<file path="config.mk">
export PLATFORM = sky130hd
export DESIGN_NAME = sbcr_regs
export DESIGN_NICKNAME = d
export VERILOG_FILES = /design/src/include/sbcr_pkg.sv /design/src/rtl/sbcr_regs.sv
export SDC_FILE = /design/constraint.sdc
export NUM_CORES = 1
export LEC_CHECK = 0
export BUFFER_PORTS_ARGS = -buffer_cell sky130_fd_sc_hd__buf_2
export CORE_MARGIN = 2
export CORE_UTILIZATION = 57
export DETAILED_ROUTE_END_ITERATION = 8
export GPL_TIMING_DRIVEN = 1
export PLACE_DENSITY = 0.91
export SYNTH_ARGS = -nofsm -noshare
export SYNTH_HDL_FRONTEND = slang
export SYNTH_SLANG_ARGS = --single-unit
</file>
<file path="constraint.sdc">
create_clock -name clk_i -period 2.38 [get_ports clk_i]
set_input_delay 0.595 -clock clk_i [delete_from_list [all_inputs] [get_ports clk_i]]
set_output_delay 0.595 -clock clk_i [all_outputs]
set_load 0.005 [all_outputs]
</file>
<file path="src/include/sbcr_pkg.sv">
// Function
// - A command is 16 bits: 7-bit address, access bit, data byte.
// - Access bit clear reads the register; set writes the data byte.
// - Data bits D0..D7 sit in frame bits 8..15; whole-word access.
// - Reserved bits read zero; master writes zero there.
// - Only hardware-modifiable bits change without a master write.
// - Mode/supply is zero after power-on or soft reset; restart keeps 5,1,0.
// - Mode field: normal, sleep, stop, or 11 for soft reset.
// - A stop-to-sleep request over the command port is refused.
// - Restart forces normal mode; restart or overheat turns regulator 2 off.
// - Bit 5 turns the third regulator off or on independently.
// - Regulator 2 policy: off, normal, normal and stop, all but fail-safe.
// - Overvoltage always flagged; bit 2 adds a restart/fail-safe request.
// - Bits 1:0 pick one of four main reset thresholds, 00 highest.
// - A write frame returns the content held before that write.
// - Hardware control keeps 7,3 on soft reset; restart clears 5,2,1.
// - Bit 7 picks main voltage or lower alternative for regulator 3.
// - Bit 6 clear pulls the reset output low on soft reset.
// - Bit 5 set drives failure outputs; clear leaves them to failures.
// - A failure keeps outputs active until the failure flag clears.
// - Bit 4 clear drops regulator 3 on supply undervoltage.
// - Bit 3 picks stand-alone or load share; bit 1 shares in stop.
// - Bit 0 picks first (1) or second (0) watchdog failure reaction.
// Package: constants and types of the mode/supply register bank.
// Assumes a single 200 MHz clock domain around the bank.
package sbcr_pkg;
    localparam logic [4:0] SBCR_FRAME_BITS = 5'h10;
    localparam logic [4:0] SBCR_ADDR_LAST = 5'h07;
    localparam int SBCR_RW_BIT = 7;
    localparam logic [6:0] SBCR_ADDR_MSC = 7'h01;
    localparam logic [6:0] SBCR_ADDR_HWC = 7'h02;
    localparam logic [7:0] SBCR_MSC_POR = 8'h00;
    localparam logic [7:0] SBCR_MSC_RESTART_KEEP = 8'h23;
    localparam logic [7:0] SBCR_HWC_POR = 8'h00;
    localparam logic [7:0] SBCR_HWC_SOFT_KEEP = 8'h88;
    localparam logic [7:0] SBCR_HWC_RESTART_KEEP = 8'hd9;
    localparam logic [7:0] SBCR_HWC_WMASK = 8'hfb;
    localparam logic [1:0] SBCR_PIN_IDLE_HI = 2'h3;
    localparam logic [1:0] SBCR_MODE_NORMAL = 2'h0;
    localparam logic [1:0] SBCR_MODE_SLEEP = 2'h1;
    localparam logic [1:0] SBCR_MODE_STOP = 2'h2;
    localparam logic [1:0] SBCR_MODE_SOFTRST = 2'h3;
    localparam logic [1:0] SBCR_REG2_OFF = 2'h0;
    localparam logic [1:0] SBCR_REG2_NORM = 2'h1;
    localparam logic [1:0] SBCR_REG2_NORM_STOP = 2'h2;

    typedef enum logic [1:0] {
        SBCR_DEV_NORMAL, SBCR_DEV_SLEEP, SBCR_DEV_STOP, SBCR_DEV_FAILSAFE
    } sbcr_dev_mode_e;
    typedef enum logic {SBCR_SPI_IDLE, SBCR_SPI_SHIFT} sbcr_spi_e;

    // Mode and supply control, bit 7 first
    typedef struct packed {
        logic [1:0] mode;
        logic third_regulator_enable;
        logic [1:0] second_regulator_policy;
        logic main_overvoltage_reaction;
        logic [1:0] main_reset_threshold;
    } sbcr_msc_s;

    // Hardware control, bit 7 first
    typedef struct packed {
        logic third_regulator_voltage_select;
        logic soft_reset_output_suppress;
        logic failure_output_sw_activate;
        logic third_regulator_undervoltage_keep;
        logic third_regulator_load_share;
        logic reserved;
        logic load_share_in_stop;
        logic watchdog_first_fail;
    } sbcr_hwc_s;

    // Whole state of the bank
    typedef struct packed {
        logic [1:0] cs_sync;
        logic [1:0] sck_sync;
        logic [1:0] mosi_sync;
        logic [1:0] uv_sync;
        logic sck_prev;
        sbcr_spi_e st;
        logic [4:0] cnt;
        logic [15:0] rx;
        logic [7:0] rdata;
        sbcr_msc_s msc;
        sbcr_hwc_s hwc;
        logic miso;
        logic miso_oe;
        logic fo;
        logic soft_rst;
        logic ro_low;
        logic ov_flag;
        logic ov_react;
        logic reg3_on;
        logic reg2_on;
        logic ls_on;
    } sbcr_state_s;
endpackage

</file>
<file path="src/rtl/sbcr_regs.sv">
// Mode/supply and hardware control registers behind the 16-bit
// serial command port. Assumes pins arrive asynchronously and that
// the state machine inputs come from logic on clk_i.
// Frames are taken LSB first on rising serial clock edges; the serial
// clock phases must each last a few clk_i cycles to survive the sync.
`timescale 1ns/1ps
module sbcr_regs (
    // Clock and reset
    input wire logic clk_i,
    input wire logic rst_b_i,
    // Serial command pins
    input wire logic spi_cs_b_i,
    input wire logic spi_sck_i,
    input wire logic spi_mosi_i,
    output logic spi_miso_o,
    output logic spi_miso_oe_o,
    // Device state and events, same clock
    input wire sbcr_pkg::sbcr_dev_mode_e device_mode_i,
    input wire logic restart_entry_i,
    input wire logic overtemp_i,
    input wire logic main_ov_i,
    input wire logic failure_active_i,
    // Supply undervoltage pin
    input wire logic supply_uv_i,
    // Register contents
    output sbcr_pkg::sbcr_msc_s msc_o,
    output sbcr_pkg::sbcr_hwc_s hwc_o,
    // Derived controls
    output logic soft_reset_o,
    output logic reset_output_pin_low_o,
    output logic failure_output_pins_o,
    output logic main_ov_flag_o,
    output logic main_ov_mode_req_o,
    output logic third_regulator_on_o,
    output logic second_regulator_on_o,
    output logic load_share_on_o
);
    sbcr_pkg::sbcr_state_s s;
    sbcr_pkg::sbcr_state_s next_s;
    logic cs_b;
    logic sck_rise;
    logic frame_end;
    logic is_write;
    logic [6:0] addr;
    logic [7:0] wdata;

    // Synchronised pin views and decoded frame fields
    assign cs_b = s.cs_sync[1];
    assign sck_rise = s.sck_sync[1] & ~s.sck_prev;
    assign frame_end = (s.st == sbcr_pkg::SBCR_SPI_SHIFT) & cs_b
        & (s.cnt == sbcr_pkg::SBCR_FRAME_BITS);
    assign addr = s.rx[6:0];
    assign is_write = s.rx[sbcr_pkg::SBCR_RW_BIT];
    assign wdata = s.rx[15:8];

    // Readback mux; unmapped addresses answer zero
    function automatic logic [7:0] rd_mux(input logic [6:0] a,
            input sbcr_pkg::sbcr_state_s st);
        logic [7:0] r;
        r = 8'h00;
        if (a == sbcr_pkg::SBCR_ADDR_MSC) begin
            r = st.msc;
        end else if (a == sbcr_pkg::SBCR_ADDR_HWC) begin
            r = st.hwc & sbcr_pkg::SBCR_HWC_WMASK;
        end
        return r;
    endfunction

    // Next-state logic: serial shifter, then register updates
    always_comb begin
        sbcr_pkg::sbcr_msc_s v;
        logic [7:0] rd;
        logic uv;
        next_s = s;
        v = s.msc;
        rd = rd_mux(addr, s);
        uv = s.uv_sync[1];
        // Second flop only reads the first
        next_s.cs_sync = {s.cs_sync[0], spi_cs_b_i};
        next_s.sck_sync = {s.sck_sync[0], spi_sck_i};
        next_s.mosi_sync = {s.mosi_sync[0], spi_mosi_i};
        next_s.uv_sync = {s.uv_sync[0], supply_uv_i};
        next_s.sck_prev = s.sck_sync[1];
        next_s.soft_rst = 1'b0;
        next_s.ro_low = 1'b0;
        next_s.miso_oe = ~cs_b;
        case (s.st)
            sbcr_pkg::SBCR_SPI_IDLE: begin
                next_s.miso = 1'b0;
                if (!cs_b) begin
                    next_s.st = sbcr_pkg::SBCR_SPI_SHIFT;
                    next_s.cnt = 5'h00;
                end
            end
            sbcr_pkg::SBCR_SPI_SHIFT: begin
                if (cs_b) begin
                    next_s.st = sbcr_pkg::SBCR_SPI_IDLE;
                    next_s.miso = 1'b0;
                end else if (sck_rise &&
                        s.cnt != sbcr_pkg::SBCR_FRAME_BITS) begin
                    next_s.rx[s.cnt[3:0]] = s.mosi_sync[1];
                    next_s.cnt = s.cnt + 5'h01;
                    // Old content latched before any write lands
                    if (s.cnt == sbcr_pkg::SBCR_ADDR_LAST) begin
                        next_s.miso = rd[0];
                        next_s.rdata = {1'b0, rd[7:1]};
                    end else if (s.cnt > sbcr_pkg::SBCR_ADDR_LAST) begin
                        next_s.miso = s.rdata[0];
                        next_s.rdata = {1'b0, s.rdata[7:1]};
                    end else begin
                        next_s.miso = 1'b0;
                    end
                end
            end
            default: begin
                next_s.st = sbcr_pkg::SBCR_SPI_IDLE;
            end
        endcase

        // Master writes; short frames are dropped, bits past the 16th are ignored
        if (frame_end && is_write) begin
            if (addr == sbcr_pkg::SBCR_ADDR_MSC) begin
                v = wdata;
                if (v.mode == sbcr_pkg::SBCR_MODE_SOFTRST) begin
                    next_s.msc = sbcr_pkg::SBCR_MSC_POR;
                    // Bits 7 and 3 survive; reset output follows bit 6
                    next_s.hwc = s.hwc
                        & sbcr_pkg::SBCR_HWC_SOFT_KEEP;
                    next_s.soft_rst = 1'b1;
                    next_s.ro_low =
                        ~s.hwc.soft_reset_output_suppress;
                end else begin
                    if (device_mode_i == sbcr_pkg::SBCR_DEV_STOP &&
                            v.mode == sbcr_pkg::SBCR_MODE_SLEEP) begin
                        v.mode = s.msc.mode;
                    end
                    next_s.msc = v;
                end
            end else if (addr == sbcr_pkg::SBCR_ADDR_HWC) begin
                next_s.hwc = wdata & sbcr_pkg::SBCR_HWC_WMASK;
            end
        end

        // Hardware changes win over a write in the same cycle
        if (overtemp_i) begin
            next_s.msc.second_regulator_policy =
                sbcr_pkg::SBCR_REG2_OFF;
        end
        if (restart_entry_i) begin
            // Clearing bits 7:6 and 4:3 forces normal mode, reg 2 off
            next_s.msc = next_s.msc
                & sbcr_pkg::SBCR_MSC_RESTART_KEEP;
            // Mask also drops the software failure-output bit
            next_s.hwc = next_s.hwc
                & sbcr_pkg::SBCR_HWC_RESTART_KEEP;
        end

        // Derived controls follow the registered fields
        next_s.ov_flag = main_ov_i;
        next_s.ov_react = main_ov_i
            & next_s.msc.main_overvoltage_reaction;
        // Software bit only adds; a live failure holds the outputs
        next_s.fo = next_s.hwc.failure_output_sw_activate
            | failure_active_i;
        // Undervoltage drops regulator 3 unless the keep bit is set
        next_s.reg3_on = next_s.msc.third_regulator_enable
            & (~uv
            | next_s.hwc.third_regulator_undervoltage_keep);
        case (next_s.msc.second_regulator_policy)
            sbcr_pkg::SBCR_REG2_OFF: next_s.reg2_on = 1'b0;
            sbcr_pkg::SBCR_REG2_NORM:
                next_s.reg2_on = device_mode_i == sbcr_pkg::SBCR_DEV_NORMAL;
            sbcr_pkg::SBCR_REG2_NORM_STOP:
                next_s.reg2_on = device_mode_i == sbcr_pkg::SBCR_DEV_NORMAL
                    || device_mode_i == sbcr_pkg::SBCR_DEV_STOP;
            default:
                next_s.reg2_on =
                    device_mode_i != sbcr_pkg::SBCR_DEV_FAILSAFE;
        endcase
        next_s.ls_on = next_s.hwc.third_regulator_load_share
            & (device_mode_i != sbcr_pkg::SBCR_DEV_STOP
            | next_s.hwc.load_share_in_stop);
    end

    // State register; pins reset to their idle level
    always_ff @(posedge clk_i or negedge rst_b_i) begin
        if (!rst_b_i) begin
            s <= '0;
            s.cs_sync <= sbcr_pkg::SBCR_PIN_IDLE_HI;
        end else begin
            s <= next_s;
        end
    end

    // All outputs straight from flops
    assign spi_miso_o = s.miso;
    assign spi_miso_oe_o = s.miso_oe;
    assign msc_o = s.msc;
    assign hwc_o = s.hwc;
    assign soft_reset_o = s.soft_rst;
    assign reset_output_pin_low_o = s.ro_low;
    assign failure_output_pins_o = s.fo;
    assign main_ov_flag_o = s.ov_flag;
    assign main_ov_mode_req_o = s.ov_react;
    assign third_regulator_on_o = s.reg3_on;
    assign second_regulator_on_o = s.reg2_on;
    assign load_share_on_o = s.ls_on;
endmodule // sbcr_regs

</file>
==> results.json, run 1 <==
{
  "grt_max_degree": 25,
  "required_ns": 2.61,
  "final_common_cell": "dfrtp_1",
  "antenna_cells": 0,
  "cts_tree": "built",
  "final_nets": 317,
  "grt_use_total_pct": 25.2,
  "synth.distinct_cells": 51,
  "avgSynthCellArea_um2": 10.7,
  "boundaryPins": 38,
  "outcome": "completed",
  "clkTransAtPathRegs_ns": 0.07,
  "rows": 26,
  "die_w_um": 75.7,
  "synth-edff-count": 0,
  "p_leak_nw": 1.58,
  "ys_ff_latch": 63,
  "post-place-ws_ns": 0.191,
  "hpwl_um": 4390,
  "cts_buffer_depth": 2,
  "criticalPathCategory": "reg -> reg",
  "crit_path_end_kind": "flop",
  "drt_iter0_drc": 218,
  "place_congestion": 0.877,
  "hp-class": "in -> async",
  "crit_start": "s[50]",
  "drv_cap": 0,
  "ys.flop_type": "dfrtp_1",
  "clk_latency_ns": 0.35,
  "cp_max_fo": 7,
  "ctsHoldBuffers": 0,
  "root_buffer": "clkbuf_8",
  "vias": 2211,
  "period_share_pct": 95.9,
  "cts_sinks": 63,
  "synthToLayoutAreaGrowth_pct": 10.9,
  "final.min_clock_period_ns": 2.28,
  "cts_buffers": 9,
  "finalMaxSlewViolations": 0,
  "worst_pin_slew_ns": 0.504,
  "postSynthCellCount": 273,
  "async_flop_share_pct": 100,
  "ys_warn_count": 0,
  "syn-num-nets": 289,
  "place.port_buffers": 36,
  "grt_pass1_wl_um": 10300,
  "cts-htree-levels": 3,
  "layout_common_cells": "dfrtp_1 (61), nand2_1 (41), buf_2 (36)",
  "finalSetupViolCount": 0,
  "core_um2": 5040,
  "r2r-start": "s[50]",
  "die_h_um": 75.7,
  "wire_per_inst_um": 17.1,
  "drc_errors": 0,
  "drtAntennaViolNets": 0,
  "max-vdd-ir-drop_uv": 401,
  "finalHoldViolCount": 0,
  "antenna_found_initial": 0,
  "hold_ws_ns": 0.215,
  "fmax_mhz": 438,
  "initial_core_util_pct": 58.1,
  "overflow": 0,
  "die_area_um2": 5730,
  "seq_area_frac_synth_pct": 53.9,
  "syn-cell-area_um2": 2930,
  "p_per_area_nw_per_um2": 676,
  "drive_above_1_share_pct": 29.1,
  "drtPass1Iterations": 5,
  "fin_ws_ns": 0.0973,
  "grt_pass1_vias": 2133,
  "viasPerCell": 5.88,
  "fin_skew_ns": 0.0148,
  "max_slew_margin_pct": 66.4,
  "startpoint_type": "flop",
  "arrival_ns": 2.51,
  "drt-total-wl_um": 6410
}
[synthesized netlist by cell type, types with 3 or more instances]
cell type	count	area share [%]
and2_1	5	1.1
nand3_1	15	2.6
clkbuf_1	5	0.64
ha_1	4	1.7
and3_1	5	1.1
dfrtp_1	61	52
a21oi_1	11	1.9
nor3_2	3	1.0
buf_2	3	0.51
inv_1	5	0.64
nor2_1	17	2.2
nor3_1	3	0.51
a221oi_1	3	0.90
buf_4	17	4.4
o21ai_0	10	1.7
mux2_2	17	6.5
a211oi_1	3	0.77
mux2i_1	3	1.0
nand2_1	41	5.3
[stage by stage]
step	instance area (µm²)	util [%]	power, mW	cells	TNS, ns
floorplan	2930	-	1.32	273	0
global placement	3060	60.6	1.40	357	0
detailed placement	3060	60.6	1.41	357	0
CTS	3220	63.9	2.20	373	0
global route	3250	64.4	2.29	376	-0.00115
finish	3250	64.4	2.20	376	0
[state kept, by name, summed over array words and instances, names as in the netlist, 5 cells and up]
signal / count
hwc_o: 7
msc_o: 8
next_s: 5
s: 24
addr: 7
[what timing repair did]
item	4_1_cts	5_1_grt
hold endpoints to repair	0	0
setup buffers	0	3
gates resized for setup	0	2
setup endpoints to repair	0	3
[power by group]
group          switching [mW]  internal (mW)
logic                   0.139         0.0889
clock network           0.426          0.372
registers              0.0551           1.12
[per-layer routing]
layer | track usage, % | share of wire [%] | vias up
li1 | - | - | 998
met1 | 33.2 | 43 | 1080
met2 | 37.1 | 48 | 102
met3 | 7.28 | 6.3 | 31
met4 | 15.0 | 3.1 | 0
met5 | 0 | 0 | -
[path summary, 6_finish.rpt]
check                                        endpoint  slack [ns]  depth (start not counted)
max in group asynchronous                    hwc_o[3]        1.47                          2
worst max register to register  failure_output_pins_o         0.1                          8
worst min-delay path                            s[47]        0.21                          1
min in group clk_i                              s[58]        0.35                          0
worst min register to register                  s[58]        0.35                          0
worst max-delay path            failure_output_pins_o         0.1                          8
[cells by family after synthesis]
group,Yosys count,synth area share (%)
compound gates,40,8.89
xor+xnor,1,0.299
mux,21,8.03
flops,63,53.9
other cells,1,0.128
buf+inv,31,6.28
simple gates,112,20.8
fa+ha+maj,4,1.71
[cell type report]
| class | count | area (µm²) |
|---|---|---|
| Clock buffer | 10 | 128 |
| Clock inverter | 6 | 37.5 |
| Fill cell | 351 | 1790 |
| Inverter | 6 | 22.5 |
| Multi-Input combinational cell | 179 | 1170 |
| Sequential cell | 63 | 1580 |
| Tap cell | 70 | 87.6 |
| Timing Repair Buffer | 42 | 225 |
[worst max-delay path, stage by stage (launching register included)]
cell      delay (ns)
dfrtp_1         0.45
inv_1           0.13
ha_1            0.27
and4bb_1        0.33
and4_2          0.34
nand3_2         0.17
inv_2           0.17
nor3_2          0.07
or2_1           0.24
No activity file was read; power rests on OpenSTA's default activity.
==> run 2: changes to the inputs <==
--- a/config.mk
+++ b/config.mk
@@ -7,10 +7,10 @@
 export LEC_CHECK = 0
 export BUFFER_PORTS_ARGS = -buffer_cell sky130_fd_sc_hd__buf_2
 export CORE_MARGIN = 2
-export CORE_UTILIZATION = 57
+export CORE_UTILIZATION = 61
 export DETAILED_ROUTE_END_ITERATION = 8
 export GPL_TIMING_DRIVEN = 1
-export PLACE_DENSITY = 0.91
+export PLACE_DENSITY = 0.95
 export SYNTH_ARGS = -nofsm -noshare
 export SYNTH_HDL_FRONTEND = slang
 export SYNTH_SLANG_ARGS = --single-unit
==> constraint.sdc (replaced) <==
create_clock -name clk_i -period 2.75 [get_ports clk_i]
set_input_delay 0.6875 -clock clk_i [delete_from_list [all_inputs] [get_ports clk_i]]
set_output_delay 0.6875 -clock clk_i [all_outputs]
set_load 0.005 [all_outputs]
==> results.json, run 2 (synthesized netlist as in run 1, its figures left out) <==
{
  "outcome": "completed",
  "top_register": "s",
  "die_area_um2": 5370,
  "fillCellCount": 325,
  "cts_resized": 0,
  "slowest_delay_ns": 0.63,
  "root_buffer": "clkbuf_8",
  "period_share_pct": 80.8,
  "critPathBufInv": 1,
  "cp_top_family": "simple AND/OR/NAND/NOR gates",
  "drtAntennaViolNets": 0,
  "crit_path_top_delay_cell": "nor2_1",
  "hpwl_um": 4250,
  "p_leak_nw": 1.58,
  "rows": 25,
  "place_congestion": 0.895,
  "drt_iter0_drc": 203,
  "cts_sinks": 63,
  "power_frac_comb_pct": 9.6,
  "pwr-share-clk_pct": 39.7,
  "required_ns": 2.92,
  "core_um2": 4660,
  "max_slew_margin_pct": 51.3,
  "initial_core_util_pct": 62.8,
  "largest_reg_flops": 24,
  "grt_max_degree": 39,
  "ctsHoldBuffers": 0,
  "die_h_um": 73.3,
  "postCtsSetupRepairBufs": 0,
  "crit_path_end_kind": "flop",
  "boundaryPins": 38,
  "finalMaxSlewViolations": 0,
  "final_common_cell": "dfrtp_1",
  "max-vdd-ir-drop_uv": 345,
  "fin_skew_ns": 0.00834,
  "p_int_mw": 1.50,
  "p_per_area_nw_per_um2": 618,
  "cts-htree-levels": 3,
  "place.port_buffers": 36,
  "vias": 2183,
  "startpoint_type": "flop",
  "grt_use_total_pct": 24.4,
  "clk_latency_ns": 0.34,
  "wire_per_inst_um": 16.7,
  "worst_pin_slew_ns": 0.728,
  "finalHoldViolCount": 0,
  "pwr-share-seq_pct": 50.7,
  "rsz0062_at_grt": "no",
  "finalPower_mw": 2.00,
  "drtPass1Iterations": 5,
  "finalSetupViolCount": 0,
  "synthToLayoutAreaGrowth_pct": 10.4,
  "drt-total-wl_um": 5920,
  "cp_max_fo": 12,
  "criticalPathCategory": "reg -> reg",
  "layout_common_cells": "dfrtp_1 (61), nand2_1 (41), buf_2 (36)",
  "viasPerCell": 6.17,
  "drive_above_1_share_pct": 27.0,
  "overflow": 0,
  "cts_buffers": 9,
  "switching_share_pct": 24.7,
  "arrival_ns": 2.39,
  "final.min_clock_period_ns": 2.22,
  "antenna_cells": 0,
  "grt_pass1_wl_um": 9830,
  "drv_cap": 0,
  "fmax_mhz": 450,
  "cts_tree": "built",
  "multi_input_area_um2": 1170,
  "final_nets": 312,
  "grt_pass1_vias": 2152,
  "die_w_um": 73.3,
  "worstPathCellList": "inv_1 > ha_1 > nand4bb_1 > nand3_2 > nor2_1 > a41oi_1",
  "clkTransAtPathRegs_ns": 0.06,
  "antenna_found_initial": 0,
  "cts_buffer_depth": 2,
  "regArea_um2": 1580,
  "drc_errors": 0,
  "fin_tns_setup_ns": 0,
  "p_switching_mw": 0.493,
  "hp-class": "in -> async"
}
==> run 2: changes by cell type in the layout (fill, tap and decap cells not counted), sizes merged <==
cell and delta:
buf -5, clkinvlp -2, bufinv +1, clkinv -2
clkbuf +2
==> run 2: worst paths after layout <==
path                             from  endpoint  slack [ns]  depth (start not counted)
max                             s[50]     s[28]        0.53                          6
min                           rst_b_i     s[51]        0.35                          1
max reg2reg                     s[50]     s[28]        0.53                          6
min reg2reg                next_s[58]     s[58]        0.35                          0
max in group asynchronous     rst_b_i  hwc_o[3]        1.80                          2
min in group clk_i         next_s[58]     s[58]        0.35                          0
==> run 2: layout make-up <==
cell class              count  share of cell area [%]
flip-flops and latches     63                    48.8
multi-input cells         179                    36.1
inverters                   6                   0.697
well taps                  54                    2.09
repair buffers             37                    6.19
clock buffers              12                    4.80
clock inverters             3                    1.32
==> run 2: metrics by stage <==
stage | setup WS, ns | cell area [µm²] | std cells | hold WS, ns | util [%]
finish | 0.528 | 3230 | 354 | 0.348 | 69.4
global route | 0.314 | 3230 | 354 | 0.362 | 69.4
CTS | 0.551 | 3230 | 354 | 0.349 | 69.4
detailed placement | 0.559 | 3040 | 339 | 0.335 | 65.1
global placement | 0.711 | 3040 | 339 | 0.335 | 65.1
floorplan | 0.851 | 2930 | 273 | 0.331 | -
==> run 2: metal layers <==
| layer | wire length, µm | global-route usage, % | share of wire [%] | vias up |
|---|---|---|---|---|
| li1 | - | - | - | 981 |
| met1 | 2560 | 32.7 | 43 | 1055 |
| met2 | 2780 | 36.0 | 47 | 127 |
| met3 | 415 | 7.54 | 7.0 | 20 |
| met4 | 161 | 12.5 | 2.7 | 0 |
| met5 | 0 | 0 | 0 | - |
==> run 2: power by group through the flow <==
stage                     logic [mW]  registers, mW  clock network (mW)
after global placement         0.181           1.02                   0
after global routing           0.210           1.02               0.844
after CTS                      0.191           1.01               0.805
after detailed placement       0.188           1.03                   0
after floorplan                0.123           1.02                   0
final                          0.191           1.01               0.793
==> run 3: changes to the inputs <==
--- a/config.mk
+++ b/config.mk
@@ -7,10 +7,10 @@
 export LEC_CHECK = 0
 export BUFFER_PORTS_ARGS = -buffer_cell sky130_fd_sc_hd__buf_2
 export CORE_MARGIN = 2
-export CORE_UTILIZATION = 61
+export CORE_UTILIZATION = 57
 export DETAILED_ROUTE_END_ITERATION = 8
 export GPL_TIMING_DRIVEN = 1
-export PLACE_DENSITY = 0.95
+export PLACE_DENSITY = 0.91
 export SYNTH_ARGS = -nofsm -noshare
 export SYNTH_HDL_FRONTEND = slang
 export SYNTH_SLANG_ARGS = --single-unit
==> constraint.sdc (replaced) <==
create_clock -name clk_i -period 2.31 [get_ports clk_i]
set_input_delay 0.5775 -clock clk_i [delete_from_list [all_inputs] [get_ports clk_i]]
set_output_delay 0.5775 -clock clk_i [all_outputs]
set_load 0.005 [all_outputs]
==> results.json, run 3 (synthesized netlist as in run 1, its figures left out) <==
{
  "top_register": "s",
  "grt_max_degree": 64,
  "finalSetupViolCount": 0,
  "drt_iter0_drc": 317,
  "wire_per_inst_um": 17.0,
  "period_share_pct": 92.6,
  "rsz0062_at_grt": "no",
  "antenna_cells": 0,
  "grt_pass1_vias": 2122,
  "arrival_ns": 2.37,
  "drc_errors": 0,
  "slowest_delay_ns": 0.45,
  "initial_core_util_pct": 58.1,
  "worstPathCellList": "inv_1 > ha_1 > and4bb_1 > and4_4 > nand3_2 > inv_2 > nor3_2 > or2_1",
  "finalPower_mw": 2.25,
  "clkTransAtPathRegs_ns": 0.07,
  "cp_max_fo": 7,
  "grt_use_total_pct": 24.8,
  "drv_cap": 0,
  "cts_tree": "built",
  "die_area_um2": 5730,
  "crit_path_top_delay_cell": "dfrtp_1",
  "rows": 26,
  "place_congestion": 0.863,
  "synthToLayoutAreaGrowth_pct": 11.6,
  "die_w_um": 75.7,
  "final.min_clock_period_ns": 2.14,
  "clk_latency_ns": 0.34,
  "drtAntennaViolNets": 0,
  "drt-total-wl_um": 6370,
  "vias": 2200,
  "hp-class": "in -> async",
  "root_buffer": "clkbuf_8",
  "hpwl_um": 4290,
  "cts_buffer_depth": 2,
  "fin_tns_setup_ns": 0,
  "place.port_buffers": 36,
  "crit_path_end_kind": "flop",
  "rr_worst_depth": 8,
  "outcome": "completed",
  "criticalPathCategory": "reg -> reg",
  "cts-htree-levels": 3,
  "cts_sinks": 63,
  "startpoint_type": "flop",
  "viasPerCell": 5.87,
  "fmax_mhz": 468,
  "p_per_area_nw_per_um2": 687,
  "cts_buffers": 9,
  "grt_pass1_wl_um": 10300,
  "die_h_um": 75.7,
  "overflow": 0,
  "fin_skew_ns": 0.00931,
  "boundaryPins": 38,
  "core_um2": 5040,
  "largest_reg_flops": 24,
  "layout_common_cells": "dfrtp_1 (61), nand2_1 (41), buf_2 (36)",
  "drtPass1Iterations": 5,
  "drive_above_1_share_pct": 29.2,
  "finalHoldViolCount": 0,
  "final_common_cell": "dfrtp_1",
  "p_leak_nw": 1.59,
  "final_nets": 316,
  "max-vdd-ir-drop_uv": 304,
  "finalMaxSlewViolations": 0,
  "required_ns": 2.54,
  "antenna_found_initial": 0
}
-- run 3: changes by cell type in the layout (fill, tap and decap cells not counted), moves of 2 or more --
cell,delta
clkinv_2,+2
clkbuf_8,-2
clkinvlp_4,+2
buf_4,+4
-- run 3: layout make-up --
| type | count | area (µm²) |
|---|---|---|
| clock buffers | 10 | 128 |
| clock inverters | 6 | 37.5 |
| fillers | 382 | 1770 |
| inverters | 6 | 22.5 |
| multi-input cells | 179 | 1180 |
| flip-flops and latches | 63 | 1580 |
| well taps | 70 | 87.6 |
| repair buffers | 41 | 230 |
-- run 3: worst max-delay path: cells and delay by family, from the launching register on --
kind	cells	cell delay (ns)
buf+inv	2	0.26
simple gates	5	1.05
fa+ha+maj	1	0.26
flops	1	0.45
-- run 3: what timing repair did --
item                       CTS  global route
hold buffers                 0             0
setup endpoints to repair    0             8
setup buffers                0             2
resized for setup            0             5
-- run 3: metrics by stage --
step           utilization [%]  worst slack [ns]  hold WS [ns]  area (µm²)  std cells
5_1_grt                   64.8            0.0276         0.255        3270        375
2_1_floorplan                -             0.411         0.282        2930        273
3_5_place_dp              60.9             0.136         0.340        3070        357
3_3_place_gp              60.9             0.250         0.333        3070        357
6_report                  64.8             0.172         0.225        3270        375
4_1_cts                   64.2             0.112         0.245        3240        373
-- run 3: final timing paths --
| path | end | start | slack (ns) |
|---|---|---|---|
| setup / recovery | failure_output_pins_o | s[50] | 0.17 |
| setup reg to reg | failure_output_pins_o | s[50] | 0.17 |
| hold / removal | addr[6] | rst_b_i | 0.22 |
| hold reg to reg | s[58] | next_s[58] | 0.35 |
| max in group asynchronous | cs_b | rst_b_i | 1.79 |
| min in group clk_i | next_s[64] | spi_cs_b_i | 0.33 |
-- run 3: report_power, final --
| part | leakage, nW | internal [mW] | switching [mW] |
|---|---|---|---|
| logic | 0.670 | 0.0933 | 0.145 |
| clock network | 0.0781 | 0.382 | 0.416 |
| registers | 0.842 | 1.15 | 0.0592 |
-- run 3: per-layer routing --
layer | up-vias | routed length (µm) | GRT usage (%)
li1 | 994 | - | -
met1 | 1060 | 2590 | 32.2
met2 | 121 | 3080 | 38.0
met3 | 25 | 541 | 8.60
met4 | 0 | 168 | 10.7
met5 | - | 0 | 0
